$ cat src/rtl/etc4_regs.svh
// Register offsets, field positions, reset values and codes for the eight-bit timer/counter four
// Functional notes
// - Clock select 000-110 pick fc divisions, halved by prescale bit; 111 picks event pin.
// - Run bit 1 counts; run bit 0 stops and clears the up-counter.
// - Mode 00 timer/event, 01 reserved, 10 divider output, 11 pulse width modulation.
// - Entering stop power mode clears the run bit automatically.
// - Control bits 6 and 7 carry no state on read.
// - Timer mode counts ticks; on compare match interrupt, clear, resume.
// - Event mode counts event pin rising edges, resuming after each match clear.
// - Event mode match is judged at the falling edge after reaching compare.
// - Event counting and pulse width modes work only in normal and idle power; pulse width mode is not built here and stays idle.
// - Divider mode inverts the output on each match, interrupts and clears.
// - Divider output pin is high while the counter is stopped.
// - Reset leaves compare all ones and control bits zero.
`ifndef ETC4_REGS_SVH
`define ETC4_REGS_SVH
`define ETC4_CTRL_ADDR 8'h1A
`define ETC4_CMP_ADDR 8'h1B
`define ETC4_STAT_ADDR 8'h1C
`define ETC4_MASK_ADDR 8'h1D
`define ETC4_MODE_LSB 0
`define ETC4_MODE_MSB 1
`define ETC4_CKS_LSB 2
`define ETC4_CKS_MSB 4
`define ETC4_RUN_BIT 5
`define ETC4_CTRL_MASK 8'h3F
`define ETC4_CTRL_RESET 6'h00
`define ETC4_CMP_RESET 8'hFF
`define ETC4_MASK_RESET 1'h0
`define ETC4_CKS_EXT 3'h7
`define ETC4_CKS_FC 3'h6
`define ETC4_MODE_TIMER 2'h0
`define ETC4_MODE_PDO 2'h2
`define ETC4_PRESCALE_WIDTH 13
`endif

$ cat src/rtl/etc4_pkg.sv
// Types shared by the timer/counter four modules
package etc4_pkg;
  typedef enum logic [1:0] {
    ETC4_IDLE,
    ETC4_TIMER,
    ETC4_EVENT,
    ETC4_PDO
  } etc4_behav_t;
endpackage : etc4_pkg

$ cat src/rtl/etc4_src_if.sv
// Count sources passed from the prescaler and event edge finder to the counter core
`timescale 1ns/100ps
interface etc4_src_if;
  logic tick;
  logic ev_rise;
  logic ev_fall;
  modport prescaler (output tick);
  modport edges (output ev_rise, output ev_fall);
  modport core (input tick, input ev_rise, input ev_fall);
endinterface : etc4_src_if

$ cat src/rtl/etc4_prescaler.sv
// Free-running divider of the high-speed clock with selectable tick rate
`timescale 1ns/100ps
`include "etc4_regs.svh"
module etc4_prescaler
  import etc4_pkg::*;
#(
  parameter int WIDTH = `ETC4_PRESCALE_WIDTH
) (
  input wire logic clk,
  input wire logic rst_n,
  input wire logic [2:0] clk_sel,
  input wire logic half,
  etc4_src_if.prescaler src
);
  logic [WIDTH-1:0] cnt_q;
  logic [3:0] shift;
  logic [WIDTH-1:0] mask_w;

  always_ff @(posedge clk) begin
    if (!rst_n) begin
      cnt_q <= '0;
    end else begin
      cnt_q <= cnt_q + {{(WIDTH-1){1'b0}}, 1'b1};
    end
  end

  // Exponent of the division, one more when the system prescaler halves fc
  always_comb begin
    case (clk_sel)
      3'h0: shift = 4'hB;
      3'h1: shift = 4'h7;
      3'h2: shift = 4'h5;
      3'h3: shift = 4'h3;
      3'h4: shift = 4'h2;
      3'h5: shift = 4'h1;
      default: shift = 4'h0;
    endcase
    shift = shift + {3'h0, half};
  end

  assign mask_w = ~({WIDTH{1'b1}} << shift);
  // External code gives no internal tick
  assign src.tick = (clk_sel != `ETC4_CKS_EXT) && (&(cnt_q | ~mask_w));
endmodule : etc4_prescaler

$ cat src/rtl/etc4_edge_sync.sv
// Three-stage synchroniser and edge finder for the event input pin
`timescale 1ns/100ps
module etc4_edge_sync
  import etc4_pkg::*;
(
  input wire logic clk,
  input wire logic rst_n,
  input wire logic pin,
  etc4_src_if.edges src
);
  logic s1_q;
  logic s2_q;
  logic s3_q;
  logic lvl_q;

  always_ff @(posedge clk) begin
    if (!rst_n) begin
      s1_q <= 1'b0;
      s2_q <= 1'b0;
      s3_q <= 1'b0;
    end else begin
      s1_q <= pin;
      s2_q <= s1_q;
      s3_q <= s2_q;
    end
  end

  // Level moves only once stages two and three agree, which rejects one-cycle glitches
  always_ff @(posedge clk) begin
    if (!rst_n) begin
      lvl_q <= 1'b0;
    end else if (s2_q == s3_q) begin
      lvl_q <= s3_q;
    end
  end

  assign src.ev_rise = (s2_q == s3_q) && s3_q && !lvl_q;
  assign src.ev_fall = (s2_q == s3_q) && !s3_q && lvl_q;
endmodule : etc4_edge_sync

$ cat src/rtl/etc4_timer.sv
// Eight-bit timer/counter four: register port, counter core, divider output and interrupt
//
// Chosen here: the plain strobed port.
`timescale 1ns/100ps
`include "etc4_regs.svh"
module etc4_timer
  import etc4_pkg::*;
(
  input wire logic clk,
  input wire logic rst_n,
  input wire logic [7:0] reg_addr,
  input wire logic [7:0] reg_wdata,
  input wire logic reg_wr,
  input wire logic reg_rd,
  output logic [7:0] reg_rdata,
  input wire logic system_prescale_bit,
  input wire logic stop_mode_entry,
  input wire logic slow_mode,
  input wire logic event_input_pin,
  output logic divider_output_pin,
  output logic match_interrupt
);
  logic [5:0] ctrl_q;
  logic [7:0] cmp_q;
  logic [7:0] count_q;
  logic status_q;
  logic mask_q;
  logic pdo_q;
  logic [7:0] rdata_q;
  logic run;
  logic [1:0] mode;
  logic [2:0] clk_sel;
  logic [7:0] count_inc;
  etc4_behav_t behav;
  logic match_p;
  logic inc_p;
  logic wr_ctrl;
  logic wr_cmp;
  logic wr_mask;
  logic rd_stat;

  etc4_src_if src ();

  etc4_prescaler #(
    .WIDTH(`ETC4_PRESCALE_WIDTH)
  ) u_prescaler (
    .clk(clk),
    .rst_n(rst_n),
    .clk_sel(clk_sel),
    .half(system_prescale_bit),
    .src(src.prescaler)
  );

  etc4_edge_sync u_edge_sync (
    .clk(clk),
    .rst_n(rst_n),
    .pin(event_input_pin),
    .src(src.edges)
  );

  assign run = ctrl_q[`ETC4_RUN_BIT];
  assign mode = ctrl_q[`ETC4_MODE_MSB:`ETC4_MODE_LSB];
  assign clk_sel = ctrl_q[`ETC4_CKS_MSB:`ETC4_CKS_LSB];
  assign count_inc = count_q + 8'h01;

  assign wr_ctrl = reg_wr && (reg_addr == `ETC4_CTRL_ADDR);
  assign wr_cmp = reg_wr && (reg_addr == `ETC4_CMP_ADDR);
  assign wr_mask = reg_wr && (reg_addr == `ETC4_MASK_ADDR);
  assign rd_stat = reg_rd && (reg_addr == `ETC4_STAT_ADDR);

  // Behaviour follows mode and clock select; pulse width output and reserved mode stay idle
  always_comb begin
    behav = ETC4_IDLE;
    if (run) begin
      if (mode == `ETC4_MODE_TIMER) begin
        if (clk_sel == `ETC4_CKS_EXT) begin
          behav = ETC4_EVENT;
        end else begin
          behav = ETC4_TIMER;
        end
      end else if (mode == `ETC4_MODE_PDO) begin
        behav = ETC4_PDO;
      end
    end
  end

  always_comb begin
    match_p = 1'b0;
    inc_p = 1'b0;
    case (behav)
      ETC4_TIMER, ETC4_PDO: begin
        if (src.tick) begin
          if (count_inc == cmp_q) begin
            match_p = 1'b1;
          end else begin
            inc_p = 1'b1;
          end
        end
      end
      ETC4_EVENT: begin
        // Event counting is held off outside normal and idle power
        if (!slow_mode) begin
          if (src.ev_fall && count_q == cmp_q) begin
            match_p = 1'b1;
          end else if (src.ev_rise) begin
            inc_p = 1'b1;
          end
        end
      end
      default: begin
        match_p = 1'b0;
        inc_p = 1'b0;
      end
    endcase
  end

  // Stop power entry wins over a software write in the same cycle
  always_ff @(posedge clk) begin
    if (!rst_n) begin
      ctrl_q <= `ETC4_CTRL_RESET;
    end else if (stop_mode_entry) begin
      ctrl_q[`ETC4_RUN_BIT] <= 1'b0;
    end else if (wr_ctrl) begin
      ctrl_q <= reg_wdata[5:0];
    end
  end

  always_ff @(posedge clk) begin
    if (!rst_n) begin
      cmp_q <= `ETC4_CMP_RESET;
    end else if (wr_cmp) begin
      cmp_q <= reg_wdata;
    end
  end

  always_ff @(posedge clk) begin
    if (!rst_n) begin
      count_q <= 8'h00;
    end else if (!run) begin
      count_q <= 8'h00;
    end else if (match_p) begin
      count_q <= 8'h00;
    end else if (inc_p) begin
      count_q <= count_inc;
    end
  end

  // Pin parks high when stopped, so a stop in the low half may shorten that half
  always_ff @(posedge clk) begin
    if (!rst_n) begin
      pdo_q <= 1'b1;
    end else if (!run) begin
      pdo_q <= 1'b1;
    end else if (behav == ETC4_PDO && match_p) begin
      pdo_q <= !pdo_q;
    end
  end

  // A match in the cycle of a clearing read is kept
  always_ff @(posedge clk) begin
    if (!rst_n) begin
      status_q <= 1'b0;
    end else if (match_p) begin
      status_q <= 1'b1;
    end else if (rd_stat) begin
      status_q <= 1'b0;
    end
  end

  always_ff @(posedge clk) begin
    if (!rst_n) begin
      mask_q <= `ETC4_MASK_RESET;
    end else if (wr_mask) begin
      mask_q <= reg_wdata[0];
    end
  end

  // Unused upper control bits read as zero
  always_ff @(posedge clk) begin
    if (!rst_n) begin
      rdata_q <= 8'h00;
    end else if (!reg_rd) begin
      rdata_q <= 8'h00;
    end else if (reg_addr == `ETC4_CTRL_ADDR) begin
      rdata_q <= {2'h0, ctrl_q} & `ETC4_CTRL_MASK;
    end else if (reg_addr == `ETC4_CMP_ADDR) begin
      rdata_q <= cmp_q;
    end else if (reg_addr == `ETC4_STAT_ADDR) begin
      rdata_q <= {7'h00, status_q};
    end else if (reg_addr == `ETC4_MASK_ADDR) begin
      rdata_q <= {7'h00, mask_q};
    end else begin
      rdata_q <= 8'h00;
    end
  end

  assign reg_rdata = rdata_q;
  assign divider_output_pin = pdo_q;
  assign match_interrupt = status_q && mask_q;
endmodule : etc4_timer

$ cat config.mk
export PLATFORM = sky130hd
export DESIGN_NAME = etc4_timer
export DESIGN_NICKNAME = d
export VERILOG_FILES = /design/src/rtl/etc4_pkg.sv /design/src/rtl/etc4_src_if.sv /design/src/rtl/etc4_prescaler.sv /design/src/rtl/etc4_edge_sync.sv /design/src/rtl/etc4_timer.sv
export VERILOG_INCLUDE_DIRS = /design/src /design/src/rtl
export SDC_FILE = /design/constraint.sdc
export NUM_CORES = 1
export LEC_CHECK = 0
export BUFFER_PORTS_ARGS = -buffer_cell sky130_fd_sc_hd__buf_4
export CORE_MARGIN = 5
export CORE_UTILIZATION = 55
export DETAILED_ROUTE_END_ITERATION = 8
export GPL_TIMING_DRIVEN = 0
export PLACE_DENSITY = 0.76
export SYNTH_ARGS = -nofsm -noshare
export SYNTH_HDL_FRONTEND = slang
export SYNTH_SLANG_ARGS = --single-unit
$ cat constraint.sdc
create_clock -name clk -period 5.6 [get_ports clk]
set_input_delay 0.56 -clock clk [delete_from_list [all_inputs] [get_ports clk]]
set_output_delay 0.56 -clock clk [all_outputs]
set_load 0.005 [all_outputs]
=== Word level (Yosys, flattened, before mapping) ===
Index checks and enable logic that the tools add are counted.

* Flip-flop bits (word level): 50
* Input bits: 24
* Output and inout bits: 10
* Logic and storage cells: 91

* $add $sub $neg: 3
* Equal/unequal tests: 18
* Shift operators: 1
* Multiplexer cells: 22
* Bitwise logic cells: 7
* Reduce and logical (&&, ||, !) cells: 26

{| class="wikitable"
|+ Operator list
! operator !! count
|-
| $eq 8x5->1 const B || 4
|-
| $not 13->13 || 2
|-
| $pmux 4 s6 || 1
|-
| $eq 8x8->1 || 2
|-
| $add 13x1->13 const B || 1
|-
| $mux 1 || 13
|-
| $or 13x13->13 || 1
|-
| $reduce_and 13->1 || 1
|-
| $shl 13x4->13 const A || 1
|-
| $logic_and 1x1->1 || 12
|-
| $eq 3x3->1 const B || 3
|-
| $add 8x1->8 const B || 1
|-
| $mux 2 || 4
|-
| $mux 8 || 1
|-
| $eq 2x2->1 const B || 3
|-
| $eq 3x2->1 const B || 2
|-
| $mux 6 || 1
|-
| $reduce_and 2->1 || 3
|-
| $reduce_or 3->1 || 2
|-
| $add 4x1->4 || 1
|-
| $not 1->1 || 4
|-
| $pmux 1 s2 || 2
|-
| $reduce_or 2->1 || 2
|-
| $eq 3x1->1 const B || 1
|-
| other kinds (7) || 9
|}

=== Logic depth before layout (Yosys ltp) ===
Gate-level depths: netlist (run 1).

* Depth in word-level cells: 12
* Gate-level depth with buffers: 15
* Depth with buffers taken out: 12

=== Modules after synthesis ===
A second synthesis (run 1) with hierarchy kept.

* Cells, all modules: 295
* Area total of the unflattened synthesis: 2,750.1 µm²

{| class="wikitable"
|+ Modules (own cells, without submodules)
! module !! instances !! cells each !! area each (µm²) !! sequential area each (µm²)
|-
| etc4_timer || 1 || 198 || 1,826.8 || 660.6
|-
| etc4_prescaler || 1 || 82 || 763.2 || 260.2
|-
| etc4_edge_sync || 1 || 15 || 160.2 || 80.1
|}

=== Worst setup path before layout (run 1) ===
Ideal clock, no wire load.

* Path type: reg-to-reg
* From: reg ctrl_q[3]
* To: reg count_q[3]
* Library setup time: 0.072 ns
* Data arrival time: 3.017 ns
* Data required time: 5.528 ns
* Slack: 2.511 ns
* Stages on the path, launching flop included: 14
* Buffers on the path: 3
* Period minus slack after synthesis: 3.089 ns
* Cells stage by stage: dfxtp_1 > buf_2 > nand2_2 > a21boi_0 > ha_1 > clkbuf_1 > nor2b_1 > nor2_1 > a311o_1 > a311oi_2 > or3b_1 > buf_4 > a21oi_2 > mux2i_1

* Cells in the longest elaborated chain, start to end: 12
* Elaborated cells between the ends (all ways): 28
* Those cells by class: add/sub: 1; eq/ne: 10; shift: 1; mux: 8; bitwise: 3; reduce/logical: 5

{| class="wikitable"
|+ Ends and longest elaborated chain
! what !! line !! source
|-
| from (decl) || etc4_timer.sv:23 || <nowiki>logic [5:0] ctrl_q;</nowiki>
|-
| from (signal assigned) || etc4_timer.sv:120 || <nowiki>ctrl_q <= `ETC4_CTRL_RESET;</nowiki>
|-
| from (signal assigned) || etc4_timer.sv:124 || <nowiki>ctrl_q <= reg_wdata[5:0];</nowiki>
|-
| $eq 3x3->1 (tied with other cells) || etc4_prescaler.sv:29 || <nowiki>case (clk_sel)</nowiki>
|-
| $pmux 4 s6 || etc4_prescaler.sv:29 ||
|-
| $add 4x1->4 || etc4_prescaler.sv:38 || <nowiki>shift = shift + {3'h0, half};</nowiki>
|-
| $shl 13x4->13 || etc4_prescaler.sv:41 || <nowiki>assign mask_w = ~({WIDTH{1'b1}} << shift);</nowiki>
|-
| $not 13->13 || etc4_prescaler.sv:41 ||
|-
| $not 13->13 || etc4_prescaler.sv:43 || <nowiki>assign src.tick = (clk_sel != `ETC4_CKS_EXT) && (&(cnt_q | ~mask_w));</nowiki>
|-
| $or 13x13->13 || etc4_prescaler.sv:43 ||
|-
| $reduce_and 13->1 || etc4_prescaler.sv:43 ||
|-
| $logic_and 1x1->1 || etc4_prescaler.sv:43 ||
|-
| $mux 1 || etc4_timer.sv:92 || <nowiki>if (src.tick) begin</nowiki>
|-
| $pmux 1 s2 || etc4_timer.sv:90 || <nowiki>case (behav)</nowiki>
|-
| $reduce_or 3->1 (no source line) || n/a ||
|-
| to (signal assigned) || etc4_timer.sv:144 || <nowiki>count_q <= count_inc;</nowiki>
|-
| to (decl) || etc4_timer.sv:25 || <nowiki>logic [7:0] count_q;</nowiki>
|}

Several ways; a longest one is shown, not always the timed one.
A chain may end at the register's enable or synchronous reset.

=== Worst setup path in the final report (run 1) ===
* From: reg ctrl_q[4]
* To: reg count_q[7]

Same word-level chain as after synthesis.

==> flow_metrics.env, run 1 <==
export IMPL_status="complete, no violations"
export IMPL_die_height_um=80.97
export IMPL_place_congestion=0.8829
export IMPL_antenna_found_initial=0
export IMPL_arrival_ns=3.91
export IMPL_avgViaCountPerCell=5.568
export IMPL_routed_wirelength_um=6367
export IMPL_path_cells="clkbuf_1, a21boi_0, ha_1, clkbuf_1, nor2b_1, nor2_1, a311o_1, a311oi_2, or3b_1, buf_4, a21oi_2, mux2i_1"
export IMPL_clock_skew_ns=0.003979
export IMPL_hpwl_um=4920
export IMPL_port_buffers=32
export IMPL_ys_seq_area_frac=0.3613
export IMPL_final_layout_size_suffix_gt1_frac=0.1474
export IMPL_crit_fanout=10
export IMPL_cp_slowest_stage_delay_ns=0.45
export IMPL_wire_per_inst_um=14.24
export IMPL_max_freq_mhz=272.6
export IMPL_io_pins=34
export IMPL_die_area_um2=6556
export IMPL_p_leak_nw=1.159
export IMPL_setup_tns_ns=0
export IMPL_drc=0
export IMPL_crit_path_frequent_cell="clkbuf_1"
export IMPL_cts_tree="built"
export IMPL_die_w_um=80.97
export IMPL_grt_pass1_wl_um=10930
export IMPL_synth_area_um2=2770
export IMPL_synthFlopType="dfxtp_1"
export IMPL_syn_inst=340
export IMPL_seqCellArea_um2=1001
export IMPL_combPwrFrac=0.069
export IMPL_rows=25
export IMPL_synth_cell_type_count=53
export IMPL_hold_path_depth=2
export IMPL_ctsResizeCount=0
export IMPL_final_antenna_net_count=0
export IMPL_num_vias=2489
export IMPL_crit_path_start="ctrl_q[4]$_SDFFE_PN0P_"
export IMPL_syn_num_nets=369
export IMPL_r2r_end="count_q[7]$_SDFFE_PP0P_"
export IMPL_clkPwrFrac=0.361
export IMPL_synth_edf_count=0
export IMPL_setup_worst_path_class="reg -> reg"
export IMPL_slew_headroom=0.5282
export IMPL_cell_internal_pwr_mw=0.4811
export IMPL_max_vdd_ir_drop_mv=0.1833
export IMPL_avgSynthCellArea_um2=8.148
export IMPL_fin_nets=408
export IMPL_hold_viol=0
export IMPL_r2r_cells=12
export IMPL_r2r_start="ctrl_q[4]$_SDFFE_PN0P_"
export IMPL_first_pass_iters=4
export IMPL_switching_power_mw=0.1535
export IMPL_start_util=0.5751
export IMPL_grt_max_degree=17
export IMPL_fin_crit_sh=0.6551
export IMPL_ys_async_sr_fraction=0
export IMPL_final_setup_viol_count=0
export IMPL_hold_path_class="in -> reg"
export IMPL_antenna_cells=0
export IMPL_critical_path_endpoint="count_q[7]$_SDFFE_PP0P_"
export IMPL_postCtsHoldBufs=0
export IMPL_startpoint_type="register"
export IMPL_cts_root_buf="clkbuf_8"
export IMPL_seqPwrFrac=0.569
export IMPL_period_minus_slack_ns=3.669
export IMPL_slew_viol_final=0
export IMPL_final_cell_mix="50 x dfxtp_1, 36 x nand2_1, 35 x nor2_1"
export IMPL_drt_iter0_markers=162
export IMPL_gr_total_overflow=0
export IMPL_clock_sinks=50
export IMPL_switching_share=0.2418
export IMPL_endpoint_kind="register"
export IMPL_numCtsBuffers=5
export IMPL_rrSetupSlack_ns=1.93
export IMPL_clock_path_buffers=2
export IMPL_grt_pass1_vias=2354
export IMPL_slowest_stage="nor2b_1"
export IMPL_nFillCells=449
export IMPL_post_cts_buffers=0
export IMPL_power_density_nw_per_um2=198.7
export IMPL_worst_slew_pin_slew_ns=0.7061
export IMPL_required_ns=5.84
export IMPL_yosysWarnings=0
export IMPL_layout_commonest_cell="dfxtp_1"
export IMPL_multi_input_area_um2=1648
export IMPL_grt_usage=0.2124
export IMPL_maxCapViolations=0
export IMPL_rsz0062_at_grt="false"
export IMPL_fp_coreArea_um2=4817
export IMPL_path_clk_slew_ns=0.09
export IMPL_ys_seq_elements=50
export IMPL_areaGrowthSynthToFinish_pct=15.27
export IMPL_final_core_util=0.6629
export IMPL_h_tree_depth=2
export IMPL_clk_latency_ns=0.31
==> per-layer routing <==
layer,part of all wire,track usage
met1,0.49,0.2924
met2,0.44,0.3383
met3,0.063,0.04435
met4,0.0071,0.05405
met5,0,0
==> worst min path at each step <==
stage / to / slack (ns) / startpoint
detailed placement: u_edge_sync.s2_q$_SDFF_PN0_ / 0.43 / u_edge_sync.s1_q$_SDFF_PN0_
global placement: u_edge_sync.s2_q$_SDFF_PN0_ / 0.42 / u_edge_sync.s1_q$_SDFF_PN0_
global route: ctrl_q[5]$_SDFFE_PP0P_ / 0.41 / stop_mode_entry
CTS: ctrl_q[5]$_SDFFE_PP0P_ / 0.42 / stop_mode_entry
finish: ctrl_q[5]$_SDFFE_PP0P_ / 0.42 / stop_mode_entry
floorplan: divider_output_pin$_SDFFE_PN1P_ / 0.41 / ctrl_q[5]$_SDFFE_PP0P_
==> registers in the layout, summed over array words and instances, names as in the netlist <==
name	count
cmp_q	8
count_q	8
ctrl_q	6
divider_output_pin	1
mask_q	1
reg_rdata	8
status_q	1
u_edge_sync.lvl_q	1
u_edge_sync.s1_q	1
u_edge_sync.s2_q	1
u_edge_sync.s3_q	1
u_prescaler.cnt_q	13
==> metrics by stage <==
step                      cells  worst slack (ns)  power, mW  hold slack (ns)  area (µm²)
after floorplan             340             2.511     0.3917           0.4076        2770
after global placement      439             1.927     0.4134           0.4208        3094
after detailed placement    439             1.984     0.4134           0.4253        3094
after CTS                   447             1.940     0.6386           0.4200        3193
after global routing        447             1.623     0.6608           0.4121        3193
final                       447             1.931     0.6346           0.4234        3193
==> layout make-up <==
class                   instances  share of cell area
multi-input cells             260              0.5161
flip-flops and latches         50              0.3135
repair buffers                 32             0.07524
well taps                      67             0.02625
clock buffers                   6             0.02586
plain buffers                  17             0.02273
inverters                      13             0.01528
clock inverters                 2            0.005094
==> power by group through the flow <==
stage / Clock, mW / Combinational, mW / Sequential (mW)
after floorplan: 0 / 0.0230 / 0.369
after global placement: 0 / 0.0438 / 0.370
after global routing: 0.249 / 0.0495 / 0.362
final: 0.229 / 0.0440 / 0.361
after CTS: 0.233 / 0.0440 / 0.361
after detailed placement: 0 / 0.0438 / 0.370
==> critical path, delay by kind of cell, from the launching register on <==
kind	cells	cell delay (ns)
DFF	1	0.43
buffers and inverters	3	0.79
AOI/OAI and AO/OA	4	0.95
and+or+nand+nor	3	0.99
adders and majority gates	1	0.23
muxes	1	0.20
==> Yosys cell counts, drive strengths merged (5+ instances only) <==
library cell / instances / area [µm²]
nand2: 37 / 141.4
xnor2: 13 / 113.9
nor3: 11 / 60.06
nor2: 35 / 131.4
clkbuf: 12 / 45.04
ha: 5 / 62.56
nand3b: 6 / 45.04
o21ai: 9 / 45.04
and3: 6 / 37.54
nand3: 27 / 135.1
a31oi: 6 / 37.54
inv: 13 / 48.80
a21oi: 13 / 83.83
buf: 5 / 27.53
nand2b: 8 / 50.05
mux2i: 20 / 203.9
xor2: 13 / 113.9
dfxtp: 50 / 1001
and2: 5 / 31.28
==> cells by family after synthesis <==
kind of cell,count (synthesis),synth area share
flops,50,0.3613
buf+inv,30,0.04381
xor+xnor,26,0.08220
fa+ha+maj,5,0.02258
simple gates,155,0.2787
mux,20,0.07362
compound gates,54,0.1378
Power figures use the tool's default switching activity.
==> run 2, diff against run 1 <==
- CORE_UTILIZATION: 55 -> 52
- PLACE_DENSITY: 0.76 -> 0.75
- clock period: 5.6 -> 3 ns (I/O delays scaled with it)
==> run 2 against run 1 <==
Die area is 5.0% higher. First-iteration DRC count is 28% higher. Largest cell class unchanged. Global-route usage is 1.7 points lower. Final area is 8.5% higher. Clock skew is 0.0028 ns higher. Register-to-register slack worse by 1.9 ns. Critical endpoint is now count_q[3]$_SDFFE_PP0P_. Critical path depth is 2 higher.
==> flow_metrics.env, run 2 (synthesis gave the netlist of run 1 again) <==
export IMPL_status="complete, no violations"
export IMPL_fin_nets=420
export IMPL_layout_commonest_cell="dfxtp_1"
export IMPL_clock_skew_ns=0.006797
export IMPL_gr_total_overflow=0
export IMPL_r2r_end="count_q[3]$_SDFFE_PP0P_"
export IMPL_grt_pass1_wl_um=11250
export IMPL_grt_max_degree=17
export IMPL_r2r_cells=14
export IMPL_die_height_um=82.99
export IMPL_cts_tree="built"
export IMPL_worst_slew_pin_slew_ns=0.7639
export IMPL_io_pins=34
export IMPL_slowest_stage="or3b_4"
export IMPL_met3_wirelength_um=570
export IMPL_total_power_mw=1.204
export IMPL_clock_path_buffers=2
export IMPL_endpoint_kind="register"
export IMPL_grt_pass1_vias=2411
export IMPL_crit_family="compound AO/OA/AOI/OAI gates"
export IMPL_path_cells="buf_6, buf_6, a21boi_4, ha_4, buf_8, nand3b_1, a21oi_1, nor3_1, a311o_1, a311oi_2, or3b_4, buf_6, a21oi_2, mux2i_1"
export IMPL_crit_buf_inv=4
export IMPL_switching_share=0.2473
export IMPL_seqPwrFrac=0.559
export IMPL_drt_iter0_markers=208
export IMPL_clkPwrFrac=0.359
export IMPL_period_minus_slack_ns=2.952
export IMPL_hold_viol=0
export IMPL_arrival_ns=3.20
export IMPL_placed_area_um2=3100
export IMPL_min_to="ctrl_q[5]$_SDFFE_PP0P_"
export IMPL_p_leak_nw=1.271
export IMPL_die_w_um=82.99
export IMPL_port_buffers=32
export IMPL_wl_met2_um=3201
export IMPL_clock_sinks=50
export IMPL_start_util=0.5389
export IMPL_path_clk_slew_ns=0.09
export IMPL_final_layout_size_suffix_gt1_frac=0.2194
export IMPL_fin_crit_sh=0.9841
export IMPL_maxCapViolations=0
export IMPL_max_freq_mhz=338.7
export IMPL_slew_headroom=0.4868
export IMPL_switching_power_mw=0.2976
export IMPL_required_ns=3.24
export IMPL_r2r_start="ctrl_q[2]$_SDFFE_PN0P_"
export IMPL_die_area_um2=6887
export IMPL_num_vias=2612
export IMPL_holdCritStartpoint="stop_mode_entry"
export IMPL_grt_usage=0.1953
export IMPL_regMostFlops="u_prescaler.cnt_q"
export IMPL_cts_root_buf="clkbuf_8"
export IMPL_slew_viol_final=0
export IMPL_crit_fanout=9
export IMPL_h_tree_depth=2
export IMPL_antenna_cells=0
export IMPL_rows=26
export IMPL_final_setup_viol_count=0
export IMPL_final_area_um2=3463
export IMPL_max_vdd_ir_drop_mv=0.2285
export IMPL_startpoint_type="register"
export IMPL_antenna_found_initial=0
export IMPL_wl_met1_um=3118
export IMPL_final_cell_mix="47 x dfxtp_1, 44 x buf_4, 36 x nand2_1"
export IMPL_rsz0062_at_grt="true"
export IMPL_final_antenna_net_count=0
export IMPL_clk_latency_ns=0.31
export IMPL_hold_path_depth=2
export IMPL_numCtsBuffers=5
export IMPL_drc=0
export IMPL_cp_slowest_stage_delay_ns=0.42
export IMPL_routed_top_layer="met4"
export IMPL_wire_per_inst_um=15.27
export IMPL_fp_coreArea_um2=5140
export IMPL_power_density_nw_per_um2=347.6
export IMPL_largest_reg_flops=13
export IMPL_hpwl_um=4808
export IMPL_nFillCells=421
export IMPL_routed_wirelength_um=7053
export IMPL_areaGrowthSynthToFinish_pct=25.02
export IMPL_setup_worst_path_class="reg -> reg"
export IMPL_combPwrFrac=0.082
export IMPL_cell_internal_pwr_mw=0.9061
export IMPL_first_pass_iters=5
export IMPL_avgViaCountPerCell=5.654
export IMPL_place_congestion=0.8628
export IMPL_rrSetupSlack_ns=0.05
export IMPL_crit_path_frequent_cell="buf_6"
export IMPL_hold_path_class="in -> reg"
## run 2: cell types whose count changed in the layout (fill, tap and decap cells not counted), sizes merged
cell / before / now
buf: 37 / 51
clkbuf: 18 / 16
## run 2: how the worst max path moves through the flow
| stage | start | to | depth (start not counted) | slack (ns) |
|---|---|---|---|---|
| final | ctrl_q[2]$_SDFFE_PN0P_ | count_q[3]$_SDFFE_PP0P_ | 14 | 0.05 |
| after global routing | ctrl_q[4]$_SDFFE_PN0P_ | count_q[3]$_SDFFE_PP0P_ | 9 | -0.12 |
| after CTS | ctrl_q[3]$_SDFFE_PN0P_ | count_q[4]$_SDFFE_PP0P_ | 13 | 0.008 |
| after detailed placement | ctrl_q[4]$_SDFFE_PN0P_ | count_q[4]$_SDFFE_PP0P_ | 13 | -0.52 |
| after global placement | ctrl_q[4]$_SDFFE_PN0P_ | count_q[4]$_SDFFE_PP0P_ | 13 | -0.54 |
| after floorplan | ctrl_q[2]$_SDFFE_PN0P_ | count_q[3]$_SDFFE_PP0P_ | 15 | 0.02 |
## run 2: power by group through the flow
| stage | sequential (mW) | clock [mW] | combinational (mW) |
|---|---|---|---|
| 2_1_floorplan | 0.688 | 0 | 0.0431 |
| 3_3_place_gp | 0.690 | 0 | 0.0808 |
| 3_5_place_dp | 0.690 | 0 | 0.0815 |
| 4_1_cts | 0.674 | 0.440 | 0.0916 |
| 5_1_grt | 0.674 | 0.470 | 0.106 |
| 6_report | 0.673 | 0.432 | 0.0984 |
## run 2: worst reg2reg max path, stage by stage (launching register included)
cell and delay, ns:
dfxtp_4 0.37, buf_6 0.13, buf_6 0.14, a21boi_4 0.14
ha_4 0.19, buf_8 0.12, nand3b_1 0.07, a21oi_1 0.16
nor3_1 0.06, a311o_1 0.28, a311oi_2 0.34, or3b_4 0.42
buf_6 0.15, a21oi_2 0.14, mux2i_1 0.19
## run 2: metal layers
layer | track usage | vias to the layer above
met5 | 0 | -
met2 | 0.3105 | 106
li1 | - | 1295
met4 | 0.09064 | 0
met1 | 0.2479 | 1197
met3 | 0.04851 | 14
## run 2: through the flow
step           hold slack, ns  TNS (ns)  worst slack, ns    util  cells
4_1_cts                0.1655         0         0.007588  0.6495    455
5_1_grt                0.1671   -0.7301          -0.1156  0.6738    462
3_3_place_gp           0.4143    -4.296          -0.5428  0.6032    442
6_report               0.1712         0          0.04768  0.6738    462
2_1_floorplan          0.3793         0          0.01603       -    340
3_5_place_dp           0.4225    -4.147          -0.5246  0.6032    442
## run 2: final cells by class
cell class | instances | area [µm²] | area share
multi-input cells | 260 | 1752 | 0.5058
repair buffers | 45 | 349.1 | 0.1008
plain buffers | 16 | 112.6 | 0.03251
well taps | 70 | 87.58 | 0.02529
clock buffers | 6 | 82.58 | 0.02384
inverters | 13 | 53.80 | 0.01553
flip-flops and latches | 50 | 1010 | 0.2915
clock inverters | 2 | 16.27 | 0.004697
## run 2: repair_timing
item	CTS	global route
endpoints found under the setup margin	10	9
pin swaps	1	4
buffers inserted	5	7
gates cloned	1	0
resized for setup	27	18
hold buffers	0	0
